===== config.mk =====
export PLATFORM = sky130hd
export DESIGN_NAME = tmr_pulse_pwm
export DESIGN_NICKNAME = d
export VERILOG_FILES = /design/src/hdl/tmr_pulse_pwm.v
export VERILOG_INCLUDE_DIRS = /design/src /design/src/hdl
export SDC_FILE = /design/constraint.sdc
export NUM_CORES = 1
export LEC_CHECK = 0
export ABC_AREA = 1
export BUFFER_PORTS_ARGS = -buffer_cell sky130_fd_sc_hd__buf_4
export CAP_MARGIN = 20
export CORE_MARGIN = 10
export CORE_UTILIZATION = 44
export CTS_BUF_LIST = sky130_fd_sc_hd__clkbuf_8
export CTS_CLUSTER_DIAMETER = 30
export DETAILED_ROUTE_END_ITERATION = 6
export PLACE_DENSITY = 0.75
export SLEW_MARGIN = 20
export SYNTH_ARGS = -nofsm -noshare
export SYNTH_HDL_FRONTEND = slang
export SYNTH_SLANG_ARGS = --single-unit

===== constraint.sdc =====
create_clock -name aclk -period 3.05 [get_ports aclk]
set_input_delay 0.61 -clock aclk [delete_from_list [all_inputs] [get_ports aclk]]
set_output_delay 0.61 -clock aclk [all_outputs]
set_load 0.03 [all_outputs]

===== src/hdl/tmr_defs.vh =====
`ifndef TMR_DEFS_VH
`define TMR_DEFS_VH
// ----------------------------------------
// Register byte addresses
// ----------------------------------------
`define TMR_ADDR_CTRL1   8'h00
`define TMR_ADDR_CTRL2   8'h04
`define TMR_ADDR_STATUS  8'h08
`define TMR_ADDR_CAP1_HI 8'h0C
`define TMR_ADDR_CAP1_LO 8'h10
`define TMR_ADDR_CAP2_HI 8'h14
`define TMR_ADDR_CAP2_LO 8'h18
`define TMR_ADDR_CMP1_HI 8'h1C
`define TMR_ADDR_CMP1_LO 8'h20
`define TMR_ADDR_CMP2_HI 8'h24
`define TMR_ADDR_CMP2_LO 8'h28
`define TMR_ADDR_COUNT   8'h2C
// ----------------------------------------
// Control one fields
// ----------------------------------------
`define TMR_C1_IRQ_EN    7
`define TMR_C1_CMP_IRQ_EN 6
`define TMR_C1_LEVEL_TWO 2
`define TMR_C1_EDGE_ONE  1
`define TMR_C1_LEVEL_ONE 0
// ----------------------------------------
// Control two fields
// ----------------------------------------
`define TMR_C2_PIN_EN    7
`define TMR_C2_ONE_PULSE 5
`define TMR_C2_PWM       4
`define TMR_C2_PRESC_HI  3
`define TMR_C2_PRESC_LO  2
`define TMR_C2_EDGE_TWO  1
// ----------------------------------------
// Status fields
// ----------------------------------------
`define TMR_SR_CAP_ONE   7
`define TMR_SR_CMP_ONE   6
`define TMR_SR_CAP_TWO   4
`define TMR_SR_CMP_TWO   3
// ----------------------------------------
// Reset values and reload
// ----------------------------------------
`define TMR_CTRL_RESET   8'h00
`define TMR_CMP_RESET    16'h8000
`define TMR_RELOAD       16'hFFFC
`define TMR_COUNT_RESET  16'hFFFC
`endif


===== src/hdl/tmr_pulse_pwm.v =====
`timescale 1ns/1ps
`default_nettype none
`include "tmr_defs.vh"

// Summary of operation
// - Setting one-pulse select in control two, with PWM select clear, enters one-pulse operation.
// - One-pulse trigger edge: capture counter, reload FFFCh, drive pulse level, set flag.
// - Capture flag one raises the interrupt when capture interrupts are enabled.
// - Status read with a capture flag set arms its clearance.
// - A later access to the capture low byte completes flag clearance.
// - One-pulse: counter equal compare one drives after-pulse level on the output.
// - One-pulse never sets compare flag one; compare flag two still requests interrupt.
// - PWM select wins when both mode bits are set.
// - One-pulse: input one captures only as the trigger edge; input two still captures.
// - One-pulse: compare two flags elapsed time but drives no waveform.
// - Counter advances at clock divided by 2, 4 or 8 per prescale select.
// - PWM: compare one match drives level one on the output.
// - PWM: compare two match drives level two on the output.
// - PWM: compare values move to shadows only at the period end.
// - PWM: high-byte write blocks shadow transfer until the low byte is written.
// - PWM comparison stays active regardless of compare inhibit.
// - PWM: compare two match reloads the counter with FFFCh.
// - PWM never sets either compare flag.
// - PWM: compare two match sets capture flag one and may interrupt.
// - Edge select one: 0 falling edge, 1 rising edge.
module tmr_pulse_pwm
  (
    // Clock and reset
    input  wire        aclk,
    input  wire        aresetn,
    // AXI4-Lite write
    input  wire [7:0]  s_axi_awaddr,
    input  wire        s_axi_awvalid,
    output wire        s_axi_awready,
    input  wire [31:0] s_axi_wdata,
    input  wire [3:0]  s_axi_wstrb,
    input  wire        s_axi_wvalid,
    output wire        s_axi_wready,
    output reg  [1:0]  s_axi_bresp,
    output reg         s_axi_bvalid,
    input  wire        s_axi_bready,
    // AXI4-Lite read
    input  wire [7:0]  s_axi_araddr,
    input  wire        s_axi_arvalid,
    output wire        s_axi_arready,
    output reg  [31:0] s_axi_rdata,
    output reg  [1:0]  s_axi_rresp,
    output reg         s_axi_rvalid,
    input  wire        s_axi_rready,
    // Timer pins and interrupt
    input  wire        capture_input_pin_one,
    input  wire        capture_input_pin_two,
    input  wire        global_irq_mask,
    output reg         compare_output_pin_one,
    output wire        compare_output_enable_one,
    output wire        timer_irq
  );

  // ----------------------------------------
  // Registers
  // ----------------------------------------
  reg  [7:0]  timer_control_one_reg;
  reg  [7:0]  timer_control_two_reg;
  reg  [15:0] count_reg;
  reg  [2:0]  presc_reg;
  reg  [15:0] compare_value_one_reg;
  reg  [15:0] compare_value_two_reg;
  reg  [15:0] shadow_one_reg;
  reg  [15:0] shadow_two_reg;
  reg         cmp_lock_one_reg;
  reg         cmp_lock_two_reg;
  reg  [15:0] capture_value_one_reg;
  reg  [15:0] capture_value_two_reg;
  reg         capture_flag_one_reg;
  reg         capture_flag_two_reg;
  reg         compare_flag_one_reg;
  reg         compare_flag_two_reg;
  reg  [3:0]  clr_arm_reg;
  reg         cap1_in_reg;
  reg         cap2_in_reg;
  reg         aw_done_reg;
  reg         w_done_reg;
  reg  [7:0]  awaddr_reg;
  reg  [31:0] wdata_reg;
  reg         wstrb0_reg;

  // ----------------------------------------
  // Mode decode
  // ----------------------------------------
  wire pwm_mode = timer_control_two_reg[`TMR_C2_PWM];
  wire opm_mode = timer_control_two_reg[`TMR_C2_ONE_PULSE] & ~pwm_mode;
  wire [1:0] prescale_select = timer_control_two_reg[`TMR_C2_PRESC_HI:`TMR_C2_PRESC_LO];
  wire lvl_one = timer_control_one_reg[`TMR_C1_LEVEL_ONE];
  wire lvl_two = timer_control_one_reg[`TMR_C1_LEVEL_TWO];

  // Prescale 00 -> /2, 01 -> /4, 10 and 11 -> /8
  reg [2:0] presc_last;
  always @*
  begin
    case (prescale_select)
      2'b00:   presc_last = 3'h1;
      2'b01:   presc_last = 3'h3;
      default: presc_last = 3'h7;
    endcase
  end
  wire tick = (presc_reg >= presc_last);

  // ----------------------------------------
  // Edge detect on the capture inputs
  // ----------------------------------------
  wire edge_one_rise = capture_input_pin_one & ~cap1_in_reg;
  wire edge_one_fall = ~capture_input_pin_one & cap1_in_reg;
  wire edge_one = timer_control_one_reg[`TMR_C1_EDGE_ONE] ? edge_one_rise : edge_one_fall;
  wire edge_two_rise = capture_input_pin_two & ~cap2_in_reg;
  wire edge_two_fall = ~capture_input_pin_two & cap2_in_reg;
  wire edge_two = timer_control_two_reg[`TMR_C2_EDGE_TWO] ? edge_two_rise : edge_two_fall;

  // ----------------------------------------
  // Compare matches
  // ----------------------------------------
  // PWM compares against shadows every tick; no inhibit applies
  wire [15:0] cmp1_val = pwm_mode ? shadow_one_reg : compare_value_one_reg;
  wire [15:0] cmp2_val = pwm_mode ? shadow_two_reg : compare_value_two_reg;
  wire match_one = tick & (count_reg == cmp1_val) & (pwm_mode | ~cmp_lock_one_reg);
  wire match_two = tick & (count_reg == cmp2_val) & (pwm_mode | ~cmp_lock_two_reg);
  wire opm_trig = opm_mode & edge_one;

  // ----------------------------------------
  // Bus decode
  // ----------------------------------------
  wire wr_fire = aw_done_reg & w_done_reg & ~s_axi_bvalid;
  wire rd_fire = s_axi_arvalid & ~s_axi_rvalid;
  assign s_axi_awready = ~aw_done_reg & ~s_axi_bvalid;
  assign s_axi_wready  = ~w_done_reg & ~s_axi_bvalid;
  assign s_axi_arready = ~s_axi_rvalid;
  wire [7:0] wb = wdata_reg[7:0];
  wire wr_ok = wr_fire & wstrb0_reg;
  wire wr_c1   = wr_ok & (awaddr_reg == `TMR_ADDR_CTRL1);
  wire wr_c2   = wr_ok & (awaddr_reg == `TMR_ADDR_CTRL2);
  wire wr_o1h  = wr_ok & (awaddr_reg == `TMR_ADDR_CMP1_HI);
  wire wr_o1l  = wr_ok & (awaddr_reg == `TMR_ADDR_CMP1_LO);
  wire wr_o2h  = wr_ok & (awaddr_reg == `TMR_ADDR_CMP2_HI);
  wire wr_o2l  = wr_ok & (awaddr_reg == `TMR_ADDR_CMP2_LO);
  wire rd_sr   = rd_fire & (s_axi_araddr == `TMR_ADDR_STATUS);
  wire acc_c1l = (rd_fire & (s_axi_araddr == `TMR_ADDR_CAP1_LO))
               | (wr_fire & (awaddr_reg == `TMR_ADDR_CAP1_LO));
  wire acc_c2l = (rd_fire & (s_axi_araddr == `TMR_ADDR_CAP2_LO))
               | (wr_fire & (awaddr_reg == `TMR_ADDR_CAP2_LO));
  wire [7:0] status_byte = {capture_flag_one_reg, compare_flag_one_reg, 1'b0,
                            capture_flag_two_reg, compare_flag_two_reg, 3'b000};

  reg [31:0] rd_mux;
  reg        rd_hit;
  always @*
  begin
    rd_hit = 1'b1;
    rd_mux = 32'h0000_0000;
    case (s_axi_araddr)
      `TMR_ADDR_CTRL1:   rd_mux[7:0] = timer_control_one_reg;
      `TMR_ADDR_CTRL2:   rd_mux[7:0] = timer_control_two_reg;
      `TMR_ADDR_STATUS:  rd_mux[7:0] = status_byte;
      `TMR_ADDR_CAP1_HI: rd_mux[7:0] = capture_value_one_reg[15:8];
      `TMR_ADDR_CAP1_LO: rd_mux[7:0] = capture_value_one_reg[7:0];
      `TMR_ADDR_CAP2_HI: rd_mux[7:0] = capture_value_two_reg[15:8];
      `TMR_ADDR_CAP2_LO: rd_mux[7:0] = capture_value_two_reg[7:0];
      `TMR_ADDR_CMP1_HI: rd_mux[7:0] = compare_value_one_reg[15:8];
      `TMR_ADDR_CMP1_LO: rd_mux[7:0] = compare_value_one_reg[7:0];
      `TMR_ADDR_CMP2_HI: rd_mux[7:0] = compare_value_two_reg[15:8];
      `TMR_ADDR_CMP2_LO: rd_mux[7:0] = compare_value_two_reg[7:0];
      `TMR_ADDR_COUNT:   rd_mux[15:0] = count_reg;
      default:           rd_hit = 1'b0;
    endcase
  end

  // ----------------------------------------
  // Bus handshake
  // ----------------------------------------
  always @(posedge aclk)
  begin
    if (!aresetn)
    begin
      aw_done_reg  <= 1'b0;
      w_done_reg   <= 1'b0;
      awaddr_reg   <= 8'h00;
      wdata_reg    <= 32'h0000_0000;
      wstrb0_reg   <= 1'b0;
      s_axi_bvalid <= 1'b0;
      s_axi_bresp  <= 2'b00;
      s_axi_rvalid <= 1'b0;
      s_axi_rresp  <= 2'b00;
      s_axi_rdata  <= 32'h0000_0000;
    end
    else
    begin
      if (s_axi_awvalid & s_axi_awready)
      begin
        aw_done_reg <= 1'b1;
        awaddr_reg  <= {s_axi_awaddr[7:2], 2'b00};
      end
      if (s_axi_wvalid & s_axi_wready)
      begin
        w_done_reg <= 1'b1;
        wdata_reg  <= s_axi_wdata;
        wstrb0_reg <= s_axi_wstrb[0];
      end
      if (wr_fire)
      begin
        aw_done_reg  <= 1'b0;
        w_done_reg   <= 1'b0;
        s_axi_bvalid <= 1'b1;
        s_axi_bresp  <= (awaddr_reg <= `TMR_ADDR_COUNT) ? 2'b00 : 2'b10;
      end
      else if (s_axi_bready)
        s_axi_bvalid <= 1'b0;
      if (rd_fire)
      begin
        s_axi_rvalid <= 1'b1;
        s_axi_rdata  <= rd_mux;
        s_axi_rresp  <= rd_hit ? 2'b00 : 2'b10;
      end
      else if (s_axi_rready)
        s_axi_rvalid <= 1'b0;
    end
  end

  // ----------------------------------------
  // Timer core
  // ----------------------------------------
  always @(posedge aclk)
  begin
    if (!aresetn)
    begin
      timer_control_one_reg  <= `TMR_CTRL_RESET;
      timer_control_two_reg  <= `TMR_CTRL_RESET;
      count_reg              <= `TMR_COUNT_RESET;
      presc_reg              <= 3'h0;
      compare_value_one_reg  <= `TMR_CMP_RESET;
      compare_value_two_reg  <= `TMR_CMP_RESET;
      shadow_one_reg         <= `TMR_CMP_RESET;
      shadow_two_reg         <= `TMR_CMP_RESET;
      cmp_lock_one_reg       <= 1'b0;
      cmp_lock_two_reg       <= 1'b0;
      capture_value_one_reg  <= 16'h0000;
      capture_value_two_reg  <= 16'h0000;
      capture_flag_one_reg   <= 1'b0;
      capture_flag_two_reg   <= 1'b0;
      compare_flag_one_reg   <= 1'b0;
      compare_flag_two_reg   <= 1'b0;
      clr_arm_reg            <= 4'h0;
      cap1_in_reg            <= 1'b0;
      cap2_in_reg            <= 1'b0;
      compare_output_pin_one <= 1'b0;
    end
    else
    begin
      cap1_in_reg <= capture_input_pin_one;
      cap2_in_reg <= capture_input_pin_two;
      if (wr_c1)
        timer_control_one_reg <= wb;
      if (wr_c2)
        timer_control_two_reg <= {wb[7:6], wb[5:4], wb[3:1], 1'b0};
      // Compare writes: high byte locks until the low byte lands
      if (wr_o1h)
      begin
        compare_value_one_reg[15:8] <= wb;
        cmp_lock_one_reg            <= 1'b1;
      end
      if (wr_o1l)
      begin
        compare_value_one_reg[7:0] <= wb;
        cmp_lock_one_reg           <= 1'b0;
      end
      if (wr_o2h)
      begin
        compare_value_two_reg[15:8] <= wb;
        cmp_lock_two_reg            <= 1'b1;
      end
      if (wr_o2l)
      begin
        compare_value_two_reg[7:0] <= wb;
        cmp_lock_two_reg           <= 1'b0;
      end
      // Prescaler and counter
      presc_reg <= tick ? 3'h0 : presc_reg + 3'h1;
      if (opm_trig | (pwm_mode & match_two))
        count_reg <= `TMR_RELOAD;
      else if (tick)
        count_reg <= count_reg + 16'h0001;
      // In PWM, shadows update only at the period end, and never mid-write; otherwise they copy every cycle
      if (pwm_mode & match_two)
      begin
        if (!cmp_lock_one_reg)
          shadow_one_reg <= compare_value_one_reg;
        if (!cmp_lock_two_reg)
          shadow_two_reg <= compare_value_two_reg;
      end
      else if (!pwm_mode)
      begin
        shadow_one_reg <= compare_value_one_reg;
        shadow_two_reg <= compare_value_two_reg;
      end
      // Output waveform
      if (pwm_mode)
      begin
        if (match_two)
          compare_output_pin_one <= lvl_two;
        else if (match_one)
          compare_output_pin_one <= lvl_one;
      end
      else if (opm_mode)
      begin
        if (opm_trig)
          compare_output_pin_one <= lvl_two;
        else if (match_one)
          compare_output_pin_one <= lvl_one;
      end
      else if (match_one)
        compare_output_pin_one <= lvl_one;
      // Status read arms clearance of each set flag
      if (rd_sr)
        clr_arm_reg <= {capture_flag_one_reg, capture_flag_two_reg,
                        compare_flag_one_reg, compare_flag_two_reg};
      // Capture one: opm trigger or ordinary edge when idle; pwm period end sets the flag only
      if (opm_trig | (!opm_mode & !pwm_mode & edge_one))
        capture_value_one_reg <= count_reg;
      if (opm_trig | (pwm_mode & match_two) | (!opm_mode & !pwm_mode & edge_one))
        capture_flag_one_reg <= 1'b1;
      else if (acc_c1l & clr_arm_reg[3])
      begin
        capture_flag_one_reg <= 1'b0;
        clr_arm_reg[3]       <= 1'b0;
      end
      if (edge_two)
      begin
        capture_value_two_reg <= count_reg;
        capture_flag_two_reg  <= 1'b1;
      end
      else if (acc_c2l & clr_arm_reg[2])
      begin
        capture_flag_two_reg <= 1'b0;
        clr_arm_reg[2]       <= 1'b0;
      end
      // Compare flags
      if (match_one & !opm_mode & !pwm_mode)
        compare_flag_one_reg <= 1'b1;
      else if (wr_o1l & clr_arm_reg[1])
      begin
        compare_flag_one_reg <= 1'b0;
        clr_arm_reg[1]       <= 1'b0;
      end
      if (match_two & !pwm_mode)
        compare_flag_two_reg <= 1'b1;
      else if (wr_o2l & clr_arm_reg[0])
      begin
        compare_flag_two_reg <= 1'b0;
        clr_arm_reg[0]       <= 1'b0;
      end
    end
  end

  // ----------------------------------------
  // Pin enable and interrupt
  // ----------------------------------------
  assign compare_output_enable_one = timer_control_two_reg[`TMR_C2_PIN_EN];
  assign timer_irq = ~global_irq_mask &
    ((timer_control_one_reg[`TMR_C1_IRQ_EN] & (capture_flag_one_reg | capture_flag_two_reg))
     | (timer_control_one_reg[`TMR_C1_CMP_IRQ_EN] & (compare_flag_one_reg | compare_flag_two_reg)));

endmodule
`default_nettype wire


Yosys cells after proc, flatten, opt, wreduce, memory -nomap -nowiden
Cells that the tools add are included.
{"block": "op_classes", "n_reduce_logical": 17, "eq_ne": 23, "add_sub_neg": 2, "n_bitwise": 65, "mux": 40, "order_cmp": 2}
{"cell": "$mux 16", "n": 6}
{"cell": "$pmux 8 s12", "n": 1}
{"cell": "$and 1x1->1", "n": 42}
{"cell": "$eq 16x16->1", "n": 2}
{"cell": "$eq 8x5->1 const B", "n": 4}
{"cell": "$eq 8x6->1 const B", "n": 4}
{"cell": "$mux 1", "n": 28}
{"cell": "$eq 6x3->1 const B", "n": 3}
{"cell": "$eq 6x4->1 const B", "n": 3}
{"cell": "$add 16x1->16 const B", "n": 1}
{"cell": "$eq 8x4->1 const B", "n": 2}
{"cell": "$logic_not 8->1", "n": 2}
{"cell": "$not 1->1", "n": 13}
{"cell": "$reduce_bool 2->1", "n": 6}
{"cell": "$reduce_or 12->1", "n": 1}
{"cell": "$or 1x1->1", "n": 10}
{"cell": "$reduce_or 2->1", "n": 5}
{"cell": "$eq 8x3->1 const B", "n": 1}
{"cell": "$le 8x6->1 const B", "n": 1}
{"cell": "$mux 8", "n": 1}
{"cell": "$eq 6x1->1 const B", "n": 1}
{"cell": "$pmux 3 s2", "n": 1}
{"cell": "$mux 2", "n": 2}
{"cell": "$mux 4", "n": 1}
{"cell": "6 further kinds", "n": 8}
{"block": "totals", "input_bits": 62, "wordCells": 181, "ff_bits": 182, "out_inout_bits": 44}

Logic depth before layout (Yosys ltp)
{"block": "logic_depth", "ltp_word": 9, "ltp_mapped": 17, "mapped_depth_nobuf": 14}

Worst setup path after synthesis
No wires, ideal clock.
{"block": "synth_path", "path_kind": "reg-to-reg", "from": "reg timer_control_two_reg[3]", "to": "reg shadow_one_reg[1]", "n_path_buf": 1, "stages_incl_launch_ff": 15, "t_arrival_ns": 1.917, "required_time_ns": 2.922, "path_slack_ns": 1.005, "synth_period_minus_slack_ns": 2.045, "setup_time_ns": 0.128, "cell_sequence": "dfxtp_1 -> inv_1 -> ha_1 -> nand3_1 -> nand2_1 -> clkinv_1 -> nor2_1 -> nand2_1 -> nor2_2 -> nand4_1 -> buf_2 -> nand2_1 -> nand2_1 -> nor2_1 -> nor2_1"}
{"block": "synth_between", "elab_chain_cells": 7, "word_cells_on_any_way": 9, "classes_between": "1 x order compare; 2 x eq/ne; 2 x mux; 3 x bitwise; 1 x reduce/logical"}
{"element": "start, declared", "line_no": "tmr_pulse_pwm.v:63", "rtl": "reg [7:0] timer_control_two_reg;"}
{"element": "start signal, assigned", "line_no": "tmr_pulse_pwm.v:234", "rtl": "timer_control_two_reg <= `TMR_CTRL_RESET;"}
{"element": "start signal, assigned", "line_no": "tmr_pulse_pwm.v:261", "rtl": "timer_control_two_reg <= {wb[7:6], wb[5:4], wb[3:1], 1'b0};"}
{"element": "$eq 2x1->1 or $logic_not 2->1 (tied branches)", "line_no": "tmr_pulse_pwm.v:100", "rtl": "case (prescale_select)"}
{"element": "$pmux 3 s2 (*)", "line_no": "tmr_pulse_pwm.v:100"}
{"element": "$ge 3x3->1 (*)", "line_no": "tmr_pulse_pwm.v:106", "rtl": "wire tick = (presc_reg >= presc_last);"}
{"element": "$and 1x1->1 (*) (2 in series)", "line_no": "tmr_pulse_pwm.v:125", "rtl": "wire match_two = tick & (count_reg == cmp2_val) & (pwm_mode | ~cmp_lock_two_reg);"}
{"element": "$and 1x1->1 (*)", "line_no": "tmr_pulse_pwm.v:290", "rtl": "if (pwm_mode & match_two)"}
{"element": "$ne 2x2->1 (no line) or $mux 16 (tied branches)"}
{"element": "end signal, assigned", "line_no": "tmr_pulse_pwm.v:239", "rtl": "shadow_one_reg <= `TMR_CMP_RESET;"}
{"element": "end signal, assigned", "line_no": "tmr_pulse_pwm.v:293", "rtl": "shadow_one_reg <= compare_value_one_reg;"}
{"element": "end signal, assigned", "line_no": "tmr_pulse_pwm.v:299", "rtl": "shadow_one_reg <= compare_value_one_reg;"}
{"element": "end, declared", "line_no": "tmr_pulse_pwm.v:68", "rtl": "reg [15:0] shadow_one_reg;"}
Every way passes the cells marked *; elsewhere a longest branch is shown, timed or not.
A chain may end at the register's enable or synchronous reset.

Worst setup path after layout
{"block": "layout_path", "from": "reg timer_control_two_reg[4]", "to": "reg shadow_two_reg[15]"}
{"block": "layout_between", "elab_chain_cells": 6, "word_cells_on_any_way": 8, "classes_between": "2 x eq/ne; 2 x mux; 4 x bitwise"}
{"element": "$mux 16"}
{"element": "$eq 16x16->1", "line_no": "tmr_pulse_pwm.v:125"}
{"element": "$and 1x1->1 (2 in series)", "line_no": "tmr_pulse_pwm.v:125"}
{"element": "$and 1x1->1", "line_no": "tmr_pulse_pwm.v:290"}
{"element": "$ne 2x2->1 (no line) or $mux 16 (tied branches)"}
{"element": "end signal, assigned", "line_no": "tmr_pulse_pwm.v:240", "rtl": "shadow_two_reg <= `TMR_CMP_RESET;"}
{"element": "end signal, assigned", "line_no": "tmr_pulse_pwm.v:295", "rtl": "shadow_two_reg <= compare_value_two_reg;"}
{"element": "end signal, assigned", "line_no": "tmr_pulse_pwm.v:300", "rtl": "shadow_two_reg <= compare_value_two_reg;"}
{"element": "end, declared", "line_no": "tmr_pulse_pwm.v:69", "rtl": "reg [15:0] shadow_two_reg;"}
Several ways; a longest one is shown, not always the timed one.

==> out/qor.csv <==
stage;metric;value;unit
synth;Mapped Area;9360;µm²
global_routing;first-pass GRT wire length;48700;µm
clocking;Post-CTS Setup Bufs;0;
global_routing;largest net degree at the start of global routing;60;
route;Remaining DRCs;0;
global_routing;vias in the first global route;8693;
power;Psw;1.70;mW
power;Sw Share;33.9;%
critical_path;Critical Path Start Type;flop;
critical_path;WP data required;3410;ps
synth;Main synth FF type;dfxtp_1;
finish;final instance area;10500;µm²
place;port buffer count;58;
floorplanning;Core Rows;53;
power;Comb power frac;14.5;%
floorplanning;num ports;106;
power;total power;5.01;mW
finish;Layout Nets;1579;
clocking;CTS Buf Count;17;
clocking;worst-case clock buffer depth;2;
sta;Slew Viols, Final;0;
run;Max Cap Viol;0;
critical_path;worst-path maximum fanout;34;
synth;post-synth cell types;41;
sta;RSZ-0062 raised after global routing;false;
sta;Final Skew;22.3;ps
finish;most frequent cells in the layout;nand2_1, nor2_1, dfxtp_1, inv_1, o21ai_0;
clocking;CTS tree;done;
clocking;later-pin clock latency in the skew report;500;ps
clocking;CTS Sinks;180;
sta;final hold violations;0;
floorplanning;Starting Density;44.7;%
outcome;status;finished, final reports clean;
route;DRT iter0 DRCs;1169;
synth;sequential element share of the synthesized area;38.5;%
route;total vias in the final route;9536;
global_routing;gr usage total;21.8;%
sta;fmax;0.390;GHz
floorplanning;Core Region;21000;µm²
power;power per cell area;477;nW/µm²
sta;Final Setup Violations;0;
hold_path;Worst Hold Class;primary input to flop;
place;RePlAce Congestion;0.959;
route;drt pass-1 iters;5;
clocking;H-Tree Depth;4;
power;clock power share;35.5;%
synth;Avg Synthesized Cell Area;6.41;µm²
floorplanning;die boundary width;166;µm
sta;worst slew pin tran;888;ps
critical_path;Worst Setup End Kind;flop;
power;Flop pwr share;50.0;%
finish;commonest non-fill, non-tap cell in the layout;nand2_1;
global_routing;initial antenna violation count;0;
power;Worst VDD drop;0.298;mV
place;Detailed Place HPWL;23000;µm
finish;Inserted Diodes;0;
critical_path;WS Path Type;flop to flop;
clocking;CTS root buf;clkbuf_8;
clocking;post-CTS sizing;0;
finish;Multi-input gate area;4840;µm²
finish;layout cell share with drive strength beyond 1;9.57;%
power;P_int;3.31;mW
route;WL/cell;17.2;µm
synth;async set or reset register ratio after synthesis;0;%
synth;number of synthesized register bits;180;
critical_path;WP data arrival;2920;ps
floorplanning;Die Ht;166;µm
sta;crit share post-route;84.0;%
power;P_leak;4.69;nW
finish;Fillers;2158;
sta;Tmin final;2560;ps
place;pre-CTS worst setup slack;431;ps
floorplanning;Die Area;27500;µm²
synth;Mapped Cells;1460;
synth;Syn. warnings;0;
route;Post-Route WL;30900;µm
sta;Rel. slew slack;40.5;%
global_routing;global route overflow;0;
clocking;Clk pin slew, worst setup/hold paths;120;ps
sta;Final WS setup;489;ps
place;dpl cell area;10100;µm²
sta;setup_tns;0;ps
finish;P&R area growth vs syn;12.2;%
synth;Post-synth EDFFs;0;
clocking;Hold Buf Count CTS;0;
finish;FF+latch area;3600;µm²
route;via/cell ratio;5.29;
route;DRT antenna net count;0;
## per-layer routing
layer  global-route usage (%)  wire, µm  up-vias
met5                        0         0        -
met3                     4.61      2510       54
li1                         -         -     4782
met2                     33.4     13500      384
met1                     30.3     14200     4316
met4                     6.01       699        0
## per-stage QoR
stage,utilization (%),hold slack [ps],std cells
2_1_floorplan,-,418,1477
6_report,50.1,305,1801
3_3_place_gp,48.0,439,1769
5_1_grt,50.1,321,1801
3_5_place_dp,48.0,458,1769
4_1_cts,50.1,290,1801
## power groups by stage
stage          logic, mW  clock network, mW  registers, mW
6_report           0.727               1.78           2.51
5_1_grt            0.800               1.90           2.52
4_1_cts            0.715               1.80           2.51
3_5_place_dp       0.713                  0           2.56
3_3_place_gp       0.703                  0           2.56
2_1_floorplan      0.448                  0           2.56
## final cells by class
| type | count | share of cell area (%) |
|---|---|---|
| inverters | 150 | 5.38 |
| clock buffers | 17 | 2.23 |
| flip-flops and latches | 180 | 34.3 |
| well taps | 275 | 3.28 |
| multi-input cells | 1070 | 46.1 |
| repair buffers | 94 | 6.72 |
| clock inverters | 15 | 2.01 |
## path summary, 6_finish.rpt
path                                          startpoint            endpoint  slack (ps)  cells after the start
worst max-delay path            timer_control_two_reg[4]  shadow_two_reg[15]         490                     13
worst min-delay path               capture_input_pin_two         cap2_in_reg         300                      3
worst max register to register  timer_control_two_reg[4]  shadow_two_reg[15]         490                     13
worst min register to register            s_axi_rdata[7]      s_axi_rdata[7]         470                      2
## cells in the mapped netlist (18+ instances only)
library cell	instances	area share, %
a211oi_1	19	1.5
a21oi_1	104	5.6
buf_4	22	1.8
clkbuf_1	39	1.6
dfxtp_1	180	39
inv_1	143	5.7
nand2_1	383	15
nand3_1	89	4.8
nand4_1	20	1.3
nor2_1	236	9.5
o21ai_0	120	6.4
o22ai_1	18	1.2
## worst max-delay path, stage by stage, from the launching register on
cell	delay [ps]
dfxtp_2	400
buf_4	360
nand2_1	130
nand2_1	110
nand2_1	50
nand2_1	110
nand3_1	90
nor2_2	280
nand3_2	170
nor2_8	260
buf_4	230
o21ai_1	80
nand2_1	60
nand3_1	60
## logic make-up (layout without fill, tap and decap cells)
group | Yosys count | after routing | synth area share, %
buffers and inverters | 227 | 276 | 10.5
and+or+nand+nor | 766 | 766 | 34.0
other | 1 | 18 | 0.0401
xor gates and xnor gates | 12 | 12 | 1.12
AOI/OAI and AO/OA | 270 | 270 | 15.3
DFF | 180 | 180 | 38.5
adders and majority gates | 4 | 4 | 0.535
Power figures use the tool's default switching activity.
